**src/hdl/ufipc_pkg.sv**
```systemverilog
// constants and carrier types for the serial port control and interrupt block
//
// Behaviour
// - infrared enable bit, plus optional low-power bit
// - one enable switches both FIFOs together
// - transmit threshold: 1,2,4,6,7 eighths
// - independent receive threshold, same five depths
// - both thresholds read back unchanged
// - eleven interrupt sources, each with mask
// - only enabled sources drive the interrupt
// - disable chosen sources, others keep enable
// - raw and masked interrupt status reads
// - clear write clears only named sources
// - one parity setting for transmit and receive
// - forced modes send fixed one or zero
// - parity mode reads back, all five distinct
// - transmit interrupt when level falls past threshold
package ufipc_pkg;

  // ****************************************************************
  // register offsets (byte addresses, one word each)
  // ****************************************************************
  localparam logic [7:0] OFS_CTRL = 8'h00; // enables and parity mode
  localparam logic [7:0] OFS_LVL = 8'h04; // fifo interrupt thresholds
  localparam logic [7:0] OFS_RIS = 8'h08; // raw status, read only
  localparam logic [7:0] OFS_MIS = 8'h0C; // masked status, read only
  localparam logic [7:0] OFS_IEN = 8'h10; // enable mask, read/write
  localparam logic [7:0] OFS_ICLR = 8'h14; // write one to clear status
  localparam logic [7:0] OFS_IDIS = 8'h18; // write one to disable source

  // ****************************************************************
  // field positions and reset values
  // ****************************************************************
  localparam int CTRL_FIFO_EN = 0;
  localparam int CTRL_IR_EN = 1;
  localparam int CTRL_IR_LP = 2;
  localparam int CTRL_PAR_LSB = 3;
  localparam int LVL_TX_LSB = 0;
  localparam int LVL_RX_LSB = 3;
  localparam logic [2:0] LVL_RST = 3'h2; // half full for both
  localparam logic [10:0] IEN_RST = 11'h000;

  // interrupt bit positions
  localparam int IRQ_OE = 0;
  localparam int IRQ_BE = 1;
  localparam int IRQ_PE = 2;
  localparam int IRQ_FE = 3;
  localparam int IRQ_RT = 4;
  localparam int IRQ_TX = 5;
  localparam int IRQ_RX = 6;
  localparam int IRQ_DSR = 7;
  localparam int IRQ_DCD = 8;
  localparam int IRQ_CTS = 9;
  localparam int IRQ_RI = 10;
  localparam int NUM_IRQ = 11;

  // threshold codes, shared layout for both directions
  localparam logic [2:0] tx_threshold_one_eighth = 3'h0;
  localparam logic [2:0] rx_threshold_one_eighth = 3'h0;
  localparam logic [2:0] LVL_TWO_EIGHTHS = 3'h1;
  localparam logic [2:0] LVL_FOUR_EIGHTHS = 3'h2;
  localparam logic [2:0] LVL_SIX_EIGHTHS = 3'h3;
  localparam logic [2:0] tx_threshold_seven_eighths = 3'h4;
  localparam logic [2:0] rx_threshold_seven_eighths = 3'h4;

  // ****************************************************************
  // types
  // ****************************************************************
  typedef enum logic [2:0] {
    parity_none = 3'b000,
    parity_even = 3'b001,
    parity_odd = 3'b010,
    parity_forced_one = 3'b011,
    parity_forced_zero = 3'b100
  } ufipc_parity_e;

  // configuration handed to the serial datapath
  typedef struct packed {
    logic fifo_en;
    logic infrared_enable_bit;
    logic infrared_low_power_bit;
    ufipc_parity_e parity;
  } ufipc_cfg_s;

  // receive error pulses from the datapath
  typedef struct packed {
    logic overrun;
    logic brk;
    logic framing;
    logic timeout;
  } ufipc_err_s;

  // modem status pins, asynchronous
  typedef struct packed {
    logic dsr;
    logic dcd;
    logic cts;
    logic ri;
  } ufipc_modem_s;

endpackage

```
**src/hdl/ufipc_ctrl.sv**
```systemverilog
// control, threshold, parity and interrupt logic of the serial port
`timescale 1ns/1ns
`default_nettype none

module ufipc_ctrl #(
  parameter int DEPTH = 16 // fifo depth in entries
) (
  // clock and reset
  input wire logic clk_i,
  input wire logic rst_i,
  // wishbone classic slave
  input wire logic wb_cyc_i,
  input wire logic wb_stb_i,
  input wire logic wb_we_i,
  input wire logic [7:0] wb_adr_i,
  input wire logic [3:0] wb_sel_i,
  input wire logic [31:0] wb_dat_i,
  output logic [31:0] wb_dat_o,
  output logic wb_ack_o,
  // fifo levels and events from the datapath, same clock
  input wire logic [$clog2(DEPTH+1)-1:0] tx_level_i,
  input wire logic [$clog2(DEPTH+1)-1:0] rx_level_i,
  input wire ufipc_pkg::ufipc_err_s err_evt_i,
  // character parity paths
  input wire logic [7:0] tx_data_i,
  input wire logic rx_valid_i,
  input wire logic [7:0] rx_data_i,
  input wire logic rx_par_i,
  // modem status pins, asynchronous
  input wire ufipc_pkg::ufipc_modem_s modem_i,
  // configuration and results
  output ufipc_pkg::ufipc_cfg_s cfg_o,
  output logic tx_par_bit_o,
  output logic irq_o
);
  import ufipc_pkg::*;

  localparam int LW = $clog2(DEPTH + 1);

  // ****************************************************************
  // helper functions
  // ****************************************************************

  // threshold code to entry count, in eighths of the depth
  function automatic logic [LW-1:0] thr_count(input logic [2:0] code);
    int n;
    n = 4;
    case (code)
      tx_threshold_one_eighth: n = 1;
      LVL_TWO_EIGHTHS: n = 2;
      LVL_FOUR_EIGHTHS: n = 4;
      LVL_SIX_EIGHTHS: n = 6;
      tx_threshold_seven_eighths: n = 7;
      default: n = 4;
    endcase
    thr_count = LW'((DEPTH * n) / 8);
  endfunction

  // parity bit for a character under a given mode
  function automatic logic par_of(input ufipc_parity_e m, input logic [7:0] d);
    case (m)
      parity_even: par_of = ^d;
      parity_odd: par_of = ~^d;
      parity_forced_one: par_of = 1'b1;
      default: par_of = 1'b0;
    endcase
  endfunction

  // byte-lane merge of a write into an old word
  function automatic logic [31:0] merge(input logic [31:0] old,
                                        input logic [31:0] wd,
                                        input logic [3:0] sel);
    logic [31:0] m;
    m = {{8{sel[3]}}, {8{sel[2]}}, {8{sel[1]}}, {8{sel[0]}}};
    merge = (old & ~m) | (wd & m);
  endfunction

  // control word as software sees it; the struct order differs from the
  // register layout, so each field is placed at its own position
  function automatic logic [31:0] ctrl_word(input ufipc_cfg_s c);
    logic [31:0] w;
    w = 32'h0000_0000;
    w[CTRL_FIFO_EN] = c.fifo_en;
    w[CTRL_IR_EN] = c.infrared_enable_bit;
    w[CTRL_IR_LP] = c.infrared_low_power_bit;
    w[CTRL_PAR_LSB +: 3] = c.parity;
    ctrl_word = w;
  endfunction

  // threshold word: both codes in their own fields, the rest reads zero
  function automatic logic [31:0] lvl_word(input logic [2:0] tx, input logic [2:0] rx);
    logic [31:0] w;
    w = 32'h0000_0000;
    w[LVL_TX_LSB +: 3] = tx;
    w[LVL_RX_LSB +: 3] = rx;
    lvl_word = w;
  endfunction

  // ****************************************************************
  // state
  // ****************************************************************
  ufipc_cfg_s cfg_r, cfg_nxt; // enables and parity mode
  logic [2:0] tx_lvl_r, tx_lvl_nxt; // transmit threshold code
  logic [2:0] rx_lvl_r, rx_lvl_nxt; // receive threshold code
  logic [10:0] ris_r, ris_nxt; // raw sticky status
  logic [10:0] ien_r, ien_nxt; // enable mask
  logic irq_r, irq_nxt;
  logic ack_r, ack_nxt;
  logic [31:0] rdat_r, rdat_nxt;
  logic tx_par_r, tx_par_nxt;
  logic [LW-1:0] tx_prev_r, tx_prev_nxt; // level one cycle ago
  logic rx_above_r, rx_above_nxt; // receive level was at threshold
  // the modem pins come from another device, so they pass two flops;
  // mprev_r holds the settled level one cycle back for change detection
  ufipc_modem_s msync1_r, msync2_r, mprev_r; // pin synchroniser

  // combinational helpers
  logic req; // new bus request this cycle
  logic wr; // write strobe
  logic [31:0] wword; // merged write value
  logic [LW-1:0] tx_thr, rx_thr;
  logic rx_above;
  logic [10:0] set_v, clr_v;
  ufipc_parity_e new_par;

  // ****************************************************************
  // next-state logic
  // ****************************************************************

  // bus timing: a request is taken at the edge where it is first seen,
  // writes commit at that edge and ack stands for the following cycle;
  // the ack_r gate keeps a request still held in the ack cycle from being
  // taken twice, so a master can start the next transfer right after the ack cycle
  // bus decode, register writes and interrupt status
  always_comb begin
    cfg_nxt = cfg_r;
    tx_lvl_nxt = tx_lvl_r;
    rx_lvl_nxt = rx_lvl_r;
    ien_nxt = ien_r;
    clr_v = '0;
    set_v = '0;
    rdat_nxt = rdat_r;
    // ack only once per request, so the master can release it
    req = wb_cyc_i & wb_stb_i & ~ack_r;
    ack_nxt = req;
    wr = req & wb_we_i;
    wword = 32'h0000_0000;
    new_par = parity_none;

    if (wr) begin
      case (wb_adr_i)
        OFS_CTRL: begin
          wword = merge(ctrl_word(cfg_r), wb_dat_i, wb_sel_i);
          cfg_nxt.fifo_en = wword[CTRL_FIFO_EN];
          cfg_nxt.infrared_enable_bit = wword[CTRL_IR_EN];
          cfg_nxt.infrared_low_power_bit = wword[CTRL_IR_LP];
          new_par = ufipc_parity_e'(wword[CTRL_PAR_LSB +: 3]);
          // unknown codes are dropped so readback stays one of five
          if (wword[CTRL_PAR_LSB +: 3] <= 3'h4) begin
            cfg_nxt.parity = new_par;
          end
        end
        OFS_LVL: begin
          wword = merge(lvl_word(tx_lvl_r, rx_lvl_r), wb_dat_i, wb_sel_i);
          // only the five legal depths are accepted per field
          if (wword[LVL_TX_LSB +: 3] <= tx_threshold_seven_eighths) begin
            tx_lvl_nxt = wword[LVL_TX_LSB +: 3];
          end
          if (wword[LVL_RX_LSB +: 3] <= rx_threshold_seven_eighths) begin
            rx_lvl_nxt = wword[LVL_RX_LSB +: 3];
          end
        end
        OFS_IEN: begin
          wword = merge({21'h0, ien_r}, wb_dat_i, wb_sel_i);
          ien_nxt = wword[10:0];
        end
        OFS_ICLR: begin
          wword = merge(32'h0, wb_dat_i, wb_sel_i);
          clr_v = wword[10:0];
        end
        OFS_IDIS: begin
          wword = merge(32'h0, wb_dat_i, wb_sel_i);
          ien_nxt = ien_r & ~wword[10:0];
        end
        default: begin
          // unmapped or read-only offsets: write ignored, still acked
          wword = 32'h0000_0000;
        end
      endcase
    end

    // thresholds; without fifos the port behaves as one-deep
    if (cfg_r.fifo_en) begin
      tx_thr = thr_count(tx_lvl_r);
      rx_thr = thr_count(rx_lvl_r);
    end else begin
      tx_thr = '0;
      rx_thr = LW'(1);
    end

    // transmit source fires on the downward crossing only
    set_v[IRQ_TX] = (tx_prev_r > tx_thr) && (tx_level_i <= tx_thr);
    // receive source fires on reaching the threshold
    rx_above = (rx_level_i >= rx_thr);
    set_v[IRQ_RX] = rx_above & ~rx_above_r;
    set_v[IRQ_OE] = err_evt_i.overrun;
    set_v[IRQ_BE] = err_evt_i.brk;
    set_v[IRQ_FE] = err_evt_i.framing;
    set_v[IRQ_RT] = err_evt_i.timeout;
    // parity checked with the same mode used for sending
    set_v[IRQ_PE] = rx_valid_i && (cfg_r.parity != parity_none) &&
                    (rx_par_i != par_of(cfg_r.parity, rx_data_i));
    // modem inputs: any change on the synchronised level
    set_v[IRQ_DSR] = msync2_r.dsr ^ mprev_r.dsr;
    set_v[IRQ_DCD] = msync2_r.dcd ^ mprev_r.dcd;
    set_v[IRQ_CTS] = msync2_r.cts ^ mprev_r.cts;
    set_v[IRQ_RI] = msync2_r.ri ^ mprev_r.ri;

    // a new event in the clear cycle wins over the clear
    ris_nxt = (ris_r & ~clr_v) | set_v;
    // receive bit also drops once the level is back below
    ris_nxt[IRQ_RX] = ris_nxt[IRQ_RX] & rx_above;
    rx_above_nxt = rx_above;
    tx_prev_nxt = tx_level_i;

    // the line follows enabled sources only; it is registered from the
    // next status, so it drops at the same edge that commits the clear
    irq_nxt = |(ris_nxt & ien_nxt);

    // forced modes ignore the data bits entirely; the mode in force this
    // cycle is used, so a mode write shows one edge after it commits
    tx_par_nxt = par_of(cfg_r.parity, tx_data_i);

    // read data, latched with the acknowledge
    if (req && !wb_we_i) begin
      case (wb_adr_i)
        OFS_CTRL: rdat_nxt = ctrl_word(cfg_r);
        OFS_LVL: rdat_nxt = lvl_word(tx_lvl_r, rx_lvl_r);
        OFS_RIS: rdat_nxt = {21'h0, ris_r};
        OFS_MIS: rdat_nxt = {21'h0, ris_r & ien_r};
        OFS_IEN: rdat_nxt = {21'h0, ien_r};
        default: rdat_nxt = 32'h0000_0000;
      endcase
    end else if (req) begin
      rdat_nxt = 32'h0000_0000;
    end
  end

  // ****************************************************************
  // registers
  // ****************************************************************

  // all state registered here; reset is synchronous
  always_ff @(posedge clk_i) begin
    if (rst_i) begin
      // configuration and thresholds back to defaults
      cfg_r <= '{fifo_en: 1'b0, infrared_enable_bit: 1'b0,
                 infrared_low_power_bit: 1'b0, parity: parity_none};
      tx_lvl_r <= LVL_RST;
      rx_lvl_r <= LVL_RST;
      // status clear and every source masked
      ris_r <= '0;
      ien_r <= IEN_RST;
      // bus and result outputs idle
      irq_r <= 1'b0;
      ack_r <= 1'b0;
      rdat_r <= 32'h0000_0000;
      tx_par_r <= 1'b0;
      tx_prev_r <= '0;
      rx_above_r <= 1'b0;
      // synchroniser starts at the idle pin level, so no false change
      msync1_r <= '0;
      msync2_r <= '0;
      mprev_r <= '0;
    end else begin
      // every register takes its next value
      cfg_r <= cfg_nxt;
      tx_lvl_r <= tx_lvl_nxt;
      rx_lvl_r <= rx_lvl_nxt;
      ris_r <= ris_nxt;
      ien_r <= ien_nxt;
      irq_r <= irq_nxt;
      ack_r <= ack_nxt;
      rdat_r <= rdat_nxt;
      tx_par_r <= tx_par_nxt;
      tx_prev_r <= tx_prev_nxt;
      rx_above_r <= rx_above_nxt;
      // two stages before any logic looks at the pins
      msync1_r <= modem_i;
      msync2_r <= msync1_r;
      mprev_r <= msync2_r;
    end
  end

  // ****************************************************************
  // outputs, all straight from flip-flops
  // ****************************************************************
  assign wb_dat_o = rdat_r;
  assign wb_ack_o = ack_r;
  assign cfg_o = cfg_r;
  assign tx_par_bit_o = tx_par_r;
  assign irq_o = irq_r;

endmodule

`default_nettype wire

```
**config.mk**
```make
export PLATFORM = sky130hd
export DESIGN_NAME = ufipc_ctrl
export DESIGN_NICKNAME = d
export VERILOG_FILES = /design/src/hdl/ufipc_pkg.sv /design/src/hdl/ufipc_ctrl.sv
export SDC_FILE = /design/constraint.sdc
export NUM_CORES = 1
export LEC_CHECK = 0
export BUFFER_PORTS_ARGS = -buffer_cell sky130_fd_sc_hd__buf_2
export CORE_AREA = 8 8 122 135
export DETAILED_ROUTE_END_ITERATION = 12
export DIE_AREA = 0 0 130 143
export HOLD_SLACK_MARGIN = 0.1
export PLACE_DENSITY = 0.56
export SLEW_MARGIN = 20
export SYNTH_ARGS = -nofsm -noshare
export SYNTH_HDL_FRONTEND = slang
export SYNTH_SLANG_ARGS = --single-unit
```
**constraint.sdc**
```tcl
create_clock -name clk_i -period 2.5 [get_ports clk_i]
set_input_delay 0.25 -clock clk_i [delete_from_list [all_inputs] [get_ports clk_i]]
set_output_delay 0.25 -clock clk_i [all_outputs]
set_load 0.005 [all_outputs]
```
# --- After elaboration in Yosys (flattened, before gate mapping) ---
# Cells that the tools add are included.
word_totals:
  regBits: 87
  latch_bits: 0
  ram_bits: 0
  mem_bits_ro: 0
  in_bits: 85
  elab_cells: 106
  n_memories: 0
op_classes:
  n_addsub: 0
  n_mul: 0
  div_mod_pow: 0
  order_cmp: 6
  n_eq_ne: 16
  shifts: 0
  muxes: 13
  bitwise_logic: 26
  reduce_logical: 19
ops:
  columns: ["op", "count"]
  rows:
  - ["bitwise AND 11 bit", 6]
  - ["2-to-1 mux 32 bit", 2]
  - ["case mux 11 bit (5 select lines)", 1]
  - ["2-to-1 mux 11 bit", 3]
  - ["NOT 11 bit", 3]
  - ["== test 8 x 5 -> 1 bit, second input constant", 3]
  - ["case mux 3 bit (4 select lines)", 2]
  - ["bitwise OR 11 bit", 2]
  - ["case mux 11 bit (2 select lines)", 1]
  - ["== test 8 x 4 -> 1 bit, second input constant", 2]
  - ["XNOR reduction 8 bit", 2]
  - ["parity 8 bit", 2]
  - ["bitwise AND 6 bit", 2]
  - ["== test 3 x 2 -> 1 bit, second input constant", 4]
  - ["bitwise OR 6 bit", 2]
  - ["OR reduction 11 bit", 1]
  - ["2-to-1 mux 5 bit", 2]
  - ["== test 3 x 1 -> 1 bit, second input constant", 3]
  - ["<= comparator 3 bit, second input constant", 3]
  - ["AND reduction 3 bit", 3]
  - ["== test 8 x 3 -> 1 bit, second input constant", 1]
  - ["zero test 8 bit", 1]
  - ["== test 3 bit, second input constant", 2]
  - ["zero test 3 bit", 2]
  - ["13 further kinds", 25]

# --- Longest topological paths before layout ---
depth:
  word_depth: 10
  depth_mapped: 11
  depth_no_buf: 11

# --- Worst setup path after synthesis ---
# OpenSTA, ideal clock, no wires.
synth_path:
  path_kind: "register to register"
  from: "reg tx_lvl_r[2]"
  to: "reg irq_r (netlist: irq_o)"
  setup_ns: 0.057
  t_arrival_ns: 1.939
  required_ns: 2.443
  setup_slack_ns: 0.504
  path_stages_with_launch: 11
  path_cell_list: "dfxtp_1 -> mux2_2 -> nand2_1 -> ha_1 -> and4b_1 -> a211oi_1 -> o221ai_1 -> a22oi_1 -> a221oi_1 -> a31oi_1 -> a21o_1"
synth_between:
  elab_chain_cells: 8
synth_lines:
  columns: ["item", "line", "text"]
  rows:
  - ["start, declared", "ufipc_ctrl.sv:103", "logic [2:0] tx_lvl_r, tx_lvl_nxt;"]
  - ["start signal, assigned", "ufipc_ctrl.sv:278", "tx_lvl_r <= tx_lvl_nxt;"]
  - ["== test 3 bit (tied with other cells)", "ufipc_ctrl.sv:48", "case (code)"]
  - ["case mux 3 bit (4 select lines) (*)", "ufipc_ctrl.sv:48", null]
  - ["2-to-1 mux 5 bit (*)", "ufipc_ctrl.sv:193", "if (cfg_r.fifo_en) begin"]
  - ["greater-than comparator 5 bit or <= comparator 5 bit (tied branches)", "ufipc_ctrl.sv:202", "set_v[IRQ_TX] = (tx_prev_r > tx_thr) && (tx_level_i <= tx_thr);"]
  - ["logical AND 1 bit (*)", "ufipc_ctrl.sv:202", null]
  - ["bitwise OR 11 bit (*)", "ufipc_ctrl.sv:220", "ris_nxt = (ris_r & ~clr_v) | set_v;"]
  - ["bitwise AND 11 bit (*)", "ufipc_ctrl.sv:228", "irq_nxt = |(ris_nxt & ien_nxt);"]
  - ["OR reduction 11 bit (*)", "ufipc_ctrl.sv:228", null]
  - ["end signal, assigned", "ufipc_ctrl.sv:282", "irq_r <= irq_nxt;"]
  - ["end, declared", "ufipc_ctrl.sv:107", "logic irq_r, irq_nxt;"]
# Mark *: on every way between the ends. The rest lies on a longest branch, timed or not.
# A chain may end at the register's enable or synchronous reset.

# --- Worst setup path after layout ---
# Ends and elaborated chain as after synthesis.

==> summary.txt <==
Drt
  • Final WL: 10600 um
  • Pre-antenna DRT Iters: 5
  • Wire per inst: 15.0 um
  • Vias per cell: 4.63
  • Vias: 3287
  • Residual antenna-violating net count after detailed routing: 0
  • First DRT Iteration DRCs: 234
  • DRC viols: 0

Setup path
  • Crit path kind: reg -> reg
  • Worst reg-to-reg setup slack: 0.14 ns
  • Worst path required time: 2.77 ns
  • Critical path data arrival time: 2.63 ns
  • Critical Path Start Type: register
  • Crit-path max FO: 4
  • Setup crit end kind: register

Global route
  • Pin count of the biggest net entering global routing: 38
  • Vias in the first global route: 3382
  • First-pass GRT wire length: 16700 um
  • GRT overflow: 0
  • Initial antenna violation count: 1
  • Total Routing Usage GR: 11.5%

Cells and area
  • Final Cell Area: 4430 sq um
  • Layout cells sized above 1: 24.3%
  • Non-Filler Instances: 710
  • Area Overhead vs Synth: 26.9%
  • Fill count: 1534
  • Inserted Diodes: 0
  • Nets@finish: 608

Yosys
  • Synth warn: 0
  • Largest family of logic cells by synthesized area: simple AND/OR/NAND/NOR gates
  • Asr flop ratio synth: 0%
  • Synth Flop Type: dfxtp_1
  • Mapped Area: 3490 sq um
  • Fraction of synthesized area in multiplexers: 2.36%
  • Yosys reg bits: 66
  • Syn avg cell area: 8.30 sq um
  • Share of the synthesized area in the top cell type: 37.8%
  • Post-synthesis xor/xnor area fraction: 4.51%
  • Post-Synth Adder-Cell Area: 3.58%
  • Synth area leaders: dfxtp_1 (38%), a21oi_1 (7.6%), nor2_1 (5.4%), buf_4 (4.7%), xnor2_1 (4.3%)
  • Register area share after synthesis: 37.8%
  • Mapped Cells: 421
  • Post-synth EDFFs: 0
  • Compound-cell area share of the yosys netlist: 20.8%
  • Synth Area in Simple Gates: 22.6%
  • Synth area leader: dfxtp_1
  • Netlist cell types: 57

Place
  • GPL Wtd Cong: 0.816
  • I/O Buffers: 81
  • DP Area: 4130 sq um
  • Setup WS pre-CTS: 0.0990 ns
  • DP Cell Count: 694
  • Final HPWL DP: 8390 um

Timing
  • Max Slew Vio Count: 0
  • Setup violations, final: 0
  • Final TNS setup: 0 ns
  • Final hold violation count: 0
  • Period minus WS final: 2.36 ns
  • Slew HR: 52.9%
  • F_max: 424 MHz
  • Setup repair after global routing missed its margin: no
  • Final worst slack: 0.139 ns
  • Slew at the pin with the worst max-slew slack: 0.706 ns
  • Fin crit share: 94.4%
  • Worst Skew: 0.00807 ns

Run status
  • Outcome: finished, final reports clean

Die
  • Die Y-Extent: 143 um
  • IO Pins: 126
  • Std-Cell Rows: 46
  • Initial core utilization: 24.6%
  • Width of the die: 130 um
  • Die Footprint: 18600 sq um
  • Core ar.: 14200 sq um

Clock tree
  • TritonCTS Buffers: 9
  • Htree depth: 3
  • Clock transition at path regs: 0.06 ns
  • Clk root buf: clkbuf_16
  • Setup bufs post-CTS: 0
  • Skew-Pair Late Insertion Delay: 0.32 ns
  • CTS hold repair buffers: 0
  • Clock buffer depth: 2
  • CTS tree: done
  • Clock Sinks: 66

Flow run
  • Max-cap violations: 0

Pwr
  • Leakage power: 0.00183 uW
  • Worst VDD drop: 0.000266 V
  • Cell area power density: 588 nW/um^2

Hold path
  • HP Class: in -> reg
## flip-flops by register name (all words and copies together), names as in the netlist, named ones only
name          cells
ien_r            11
ris_r            11
wb_dat_o         11
tx_prev_r         5
mprev_r           4
msync1_r          4
msync2_r          4
cfg_o             3
rx_lvl_r          3
tx_lvl_r          3
irq_o             1
rx_above_r        1
tx_par_bit_o      1
wb_ack_o          1
## placed cells by master (no fill, tap or decap), drive strengths merged, types with 2 or more instances in the layout
| cell type | count |
|---|---|
| a211oi | 4 |
| a21boi | 2 |
| a21oi | 53 |
| a22o | 2 |
| a22oi | 15 |
| a31oi | 3 |
| and2 | 4 |
| and3 | 5 |
| and4 | 2 |
| buf | 98 |
| clkbuf | 10 |
| clkinv | 3 |
| conb | 21 |
| dfxtp | 66 |
| ha | 10 |
| inv | 17 |
| mux2 | 2 |
| mux2i | 6 |
| nand2 | 21 |
| nand2b | 5 |
| nand3 | 2 |
| nand3b | 3 |
| nand4 | 7 |
| nor2 | 51 |
| nor2b | 20 |
| nor3 | 9 |
| nor4 | 2 |
| nor4b | 2 |
| o21ai | 30 |
| o22ai | 2 |
| or3b | 4 |
| xnor2 | 17 |
## worst max-delay path, stage by stage, from the launching register on
cell and delay (ns):
dfxtp_1 0.39, mux2_2 0.35, nand2_1 0.10, ha_1 0.24, and4b_1 0.20, a211oi_2 0.22, o221ai_2 0.16, a22oi_1 0.19
a221oi_1 0.08, a31oi_1 0.25, a21o_1 0.12
## stage by stage
step,hold WS (ns),power (uW),util [%]
global route,0.137,2720,31.2
detailed placement,0.430,1380,29.0
floorplan,0.378,1290,-
global placement,0.425,1370,29.0
CTS,0.126,2630,31.1
finish,0.132,2610,31.2
## report_power, final
| group | internal, uW | leakage, uW | total, uW | switching, uW |
|---|---|---|---|---|
| Sequential | 1080 | 0.000538 | 1100 | 16.7 |
| Combinational | 117 | 0.00115 | 265 | 149 |
| Clock | 773 | 0.000143 | 1240 | 470 |
| Total | 1970 | 0.00183 | 2610 | 635 |
## synthesized netlist by cell type, types with 2 or more instances
| cell | n |
|---|---|
| dfxtp_1 | 66 |
| a31oi_1 | 2 |
| nor2_1 | 50 |
| buf_4 | 22 |
| a21oi_1 | 53 |
| nand3b_1 | 3 |
| buf_2 | 3 |
| a21boi_0 | 2 |
| mux2_2 | 2 |
| mux2i_1 | 6 |
| or3b_1 | 4 |
| clkbuf_1 | 11 |
| nand4_1 | 7 |
| xnor2_1 | 17 |
| nand2_1 | 21 |
| inv_1 | 16 |
| ha_1 | 10 |
| nand2b_1 | 5 |
| o21ai_0 | 29 |
| and4_1 | 2 |
| a211oi_1 | 4 |
| nand3_1 | 2 |
| and2_1 | 4 |
| o22ai_1 | 2 |
| nor3_1 | 8 |
| a22o_1 | 2 |
| a22oi_1 | 15 |
| nor2b_1 | 20 |
| and3_1 | 5 |
## per-layer routing
| metal | track usage, % | share of wire, % | vias up |
|---|---|---|---|
| met5 | 0 | 0.075 | - |
| met4 | 3.43 | 0.70 | 2 |
| met3 | 3.36 | 8.5 | 7 |
| met2 | 19.8 | 50 | 126 |
| met1 | 13.3 | 40 | 1523 |
| li1 | - | - | 1629 |
## cell type report
class / count / area, sq um / share of cell area [%]
flip-flops and latches: 66 / 1320 / 29.8
clock inverters: 6 / 65.1 / 1.47
repair buffers: 98 / 546 / 12.3
inverters: 16 / 60.1 / 1.35
clock buffers: 10 / 229 / 5.16
multi-input cells: 322 / 1970 / 44.5
well taps: 192 / 240 / 5.42
## final timing paths
check	startpoint	to	cells past startpoint
worst max-delay path	tx_lvl_r[2]$_SDFFE_PP0P_	irq_o$_SDFF_PP0_	10
worst min-delay path	modem_i[0]	msync1_r[0]$_SDFF_PP0_	2
worst max register to register	tx_lvl_r[2]$_SDFFE_PP0P_	irq_o$_SDFF_PP0_	10
worst min register to register	msync1_r[3]$_SDFF_PP0_	msync2_r[3]$_SDFF_PP0_	1
## repair_timing
item	4_1_cts	5_1_grt
resized for setup	0	2
hold endpoints to repair	0	0
endpoints found under the setup margin	0	1
## kinds of logic (layout without fill, tap and decap cells)
kind of cell / Yosys count / after routing
flops: 66 / 66
other cells: 1 / 21
fa+ha+maj: 10 / 10
mux: 8 / 8
simple gates: 143 / 143
compound gates: 122 / 122
xor+xnor: 18 / 18
buf+inv: 53 / 130
Power figures use the tool's default switching activity.
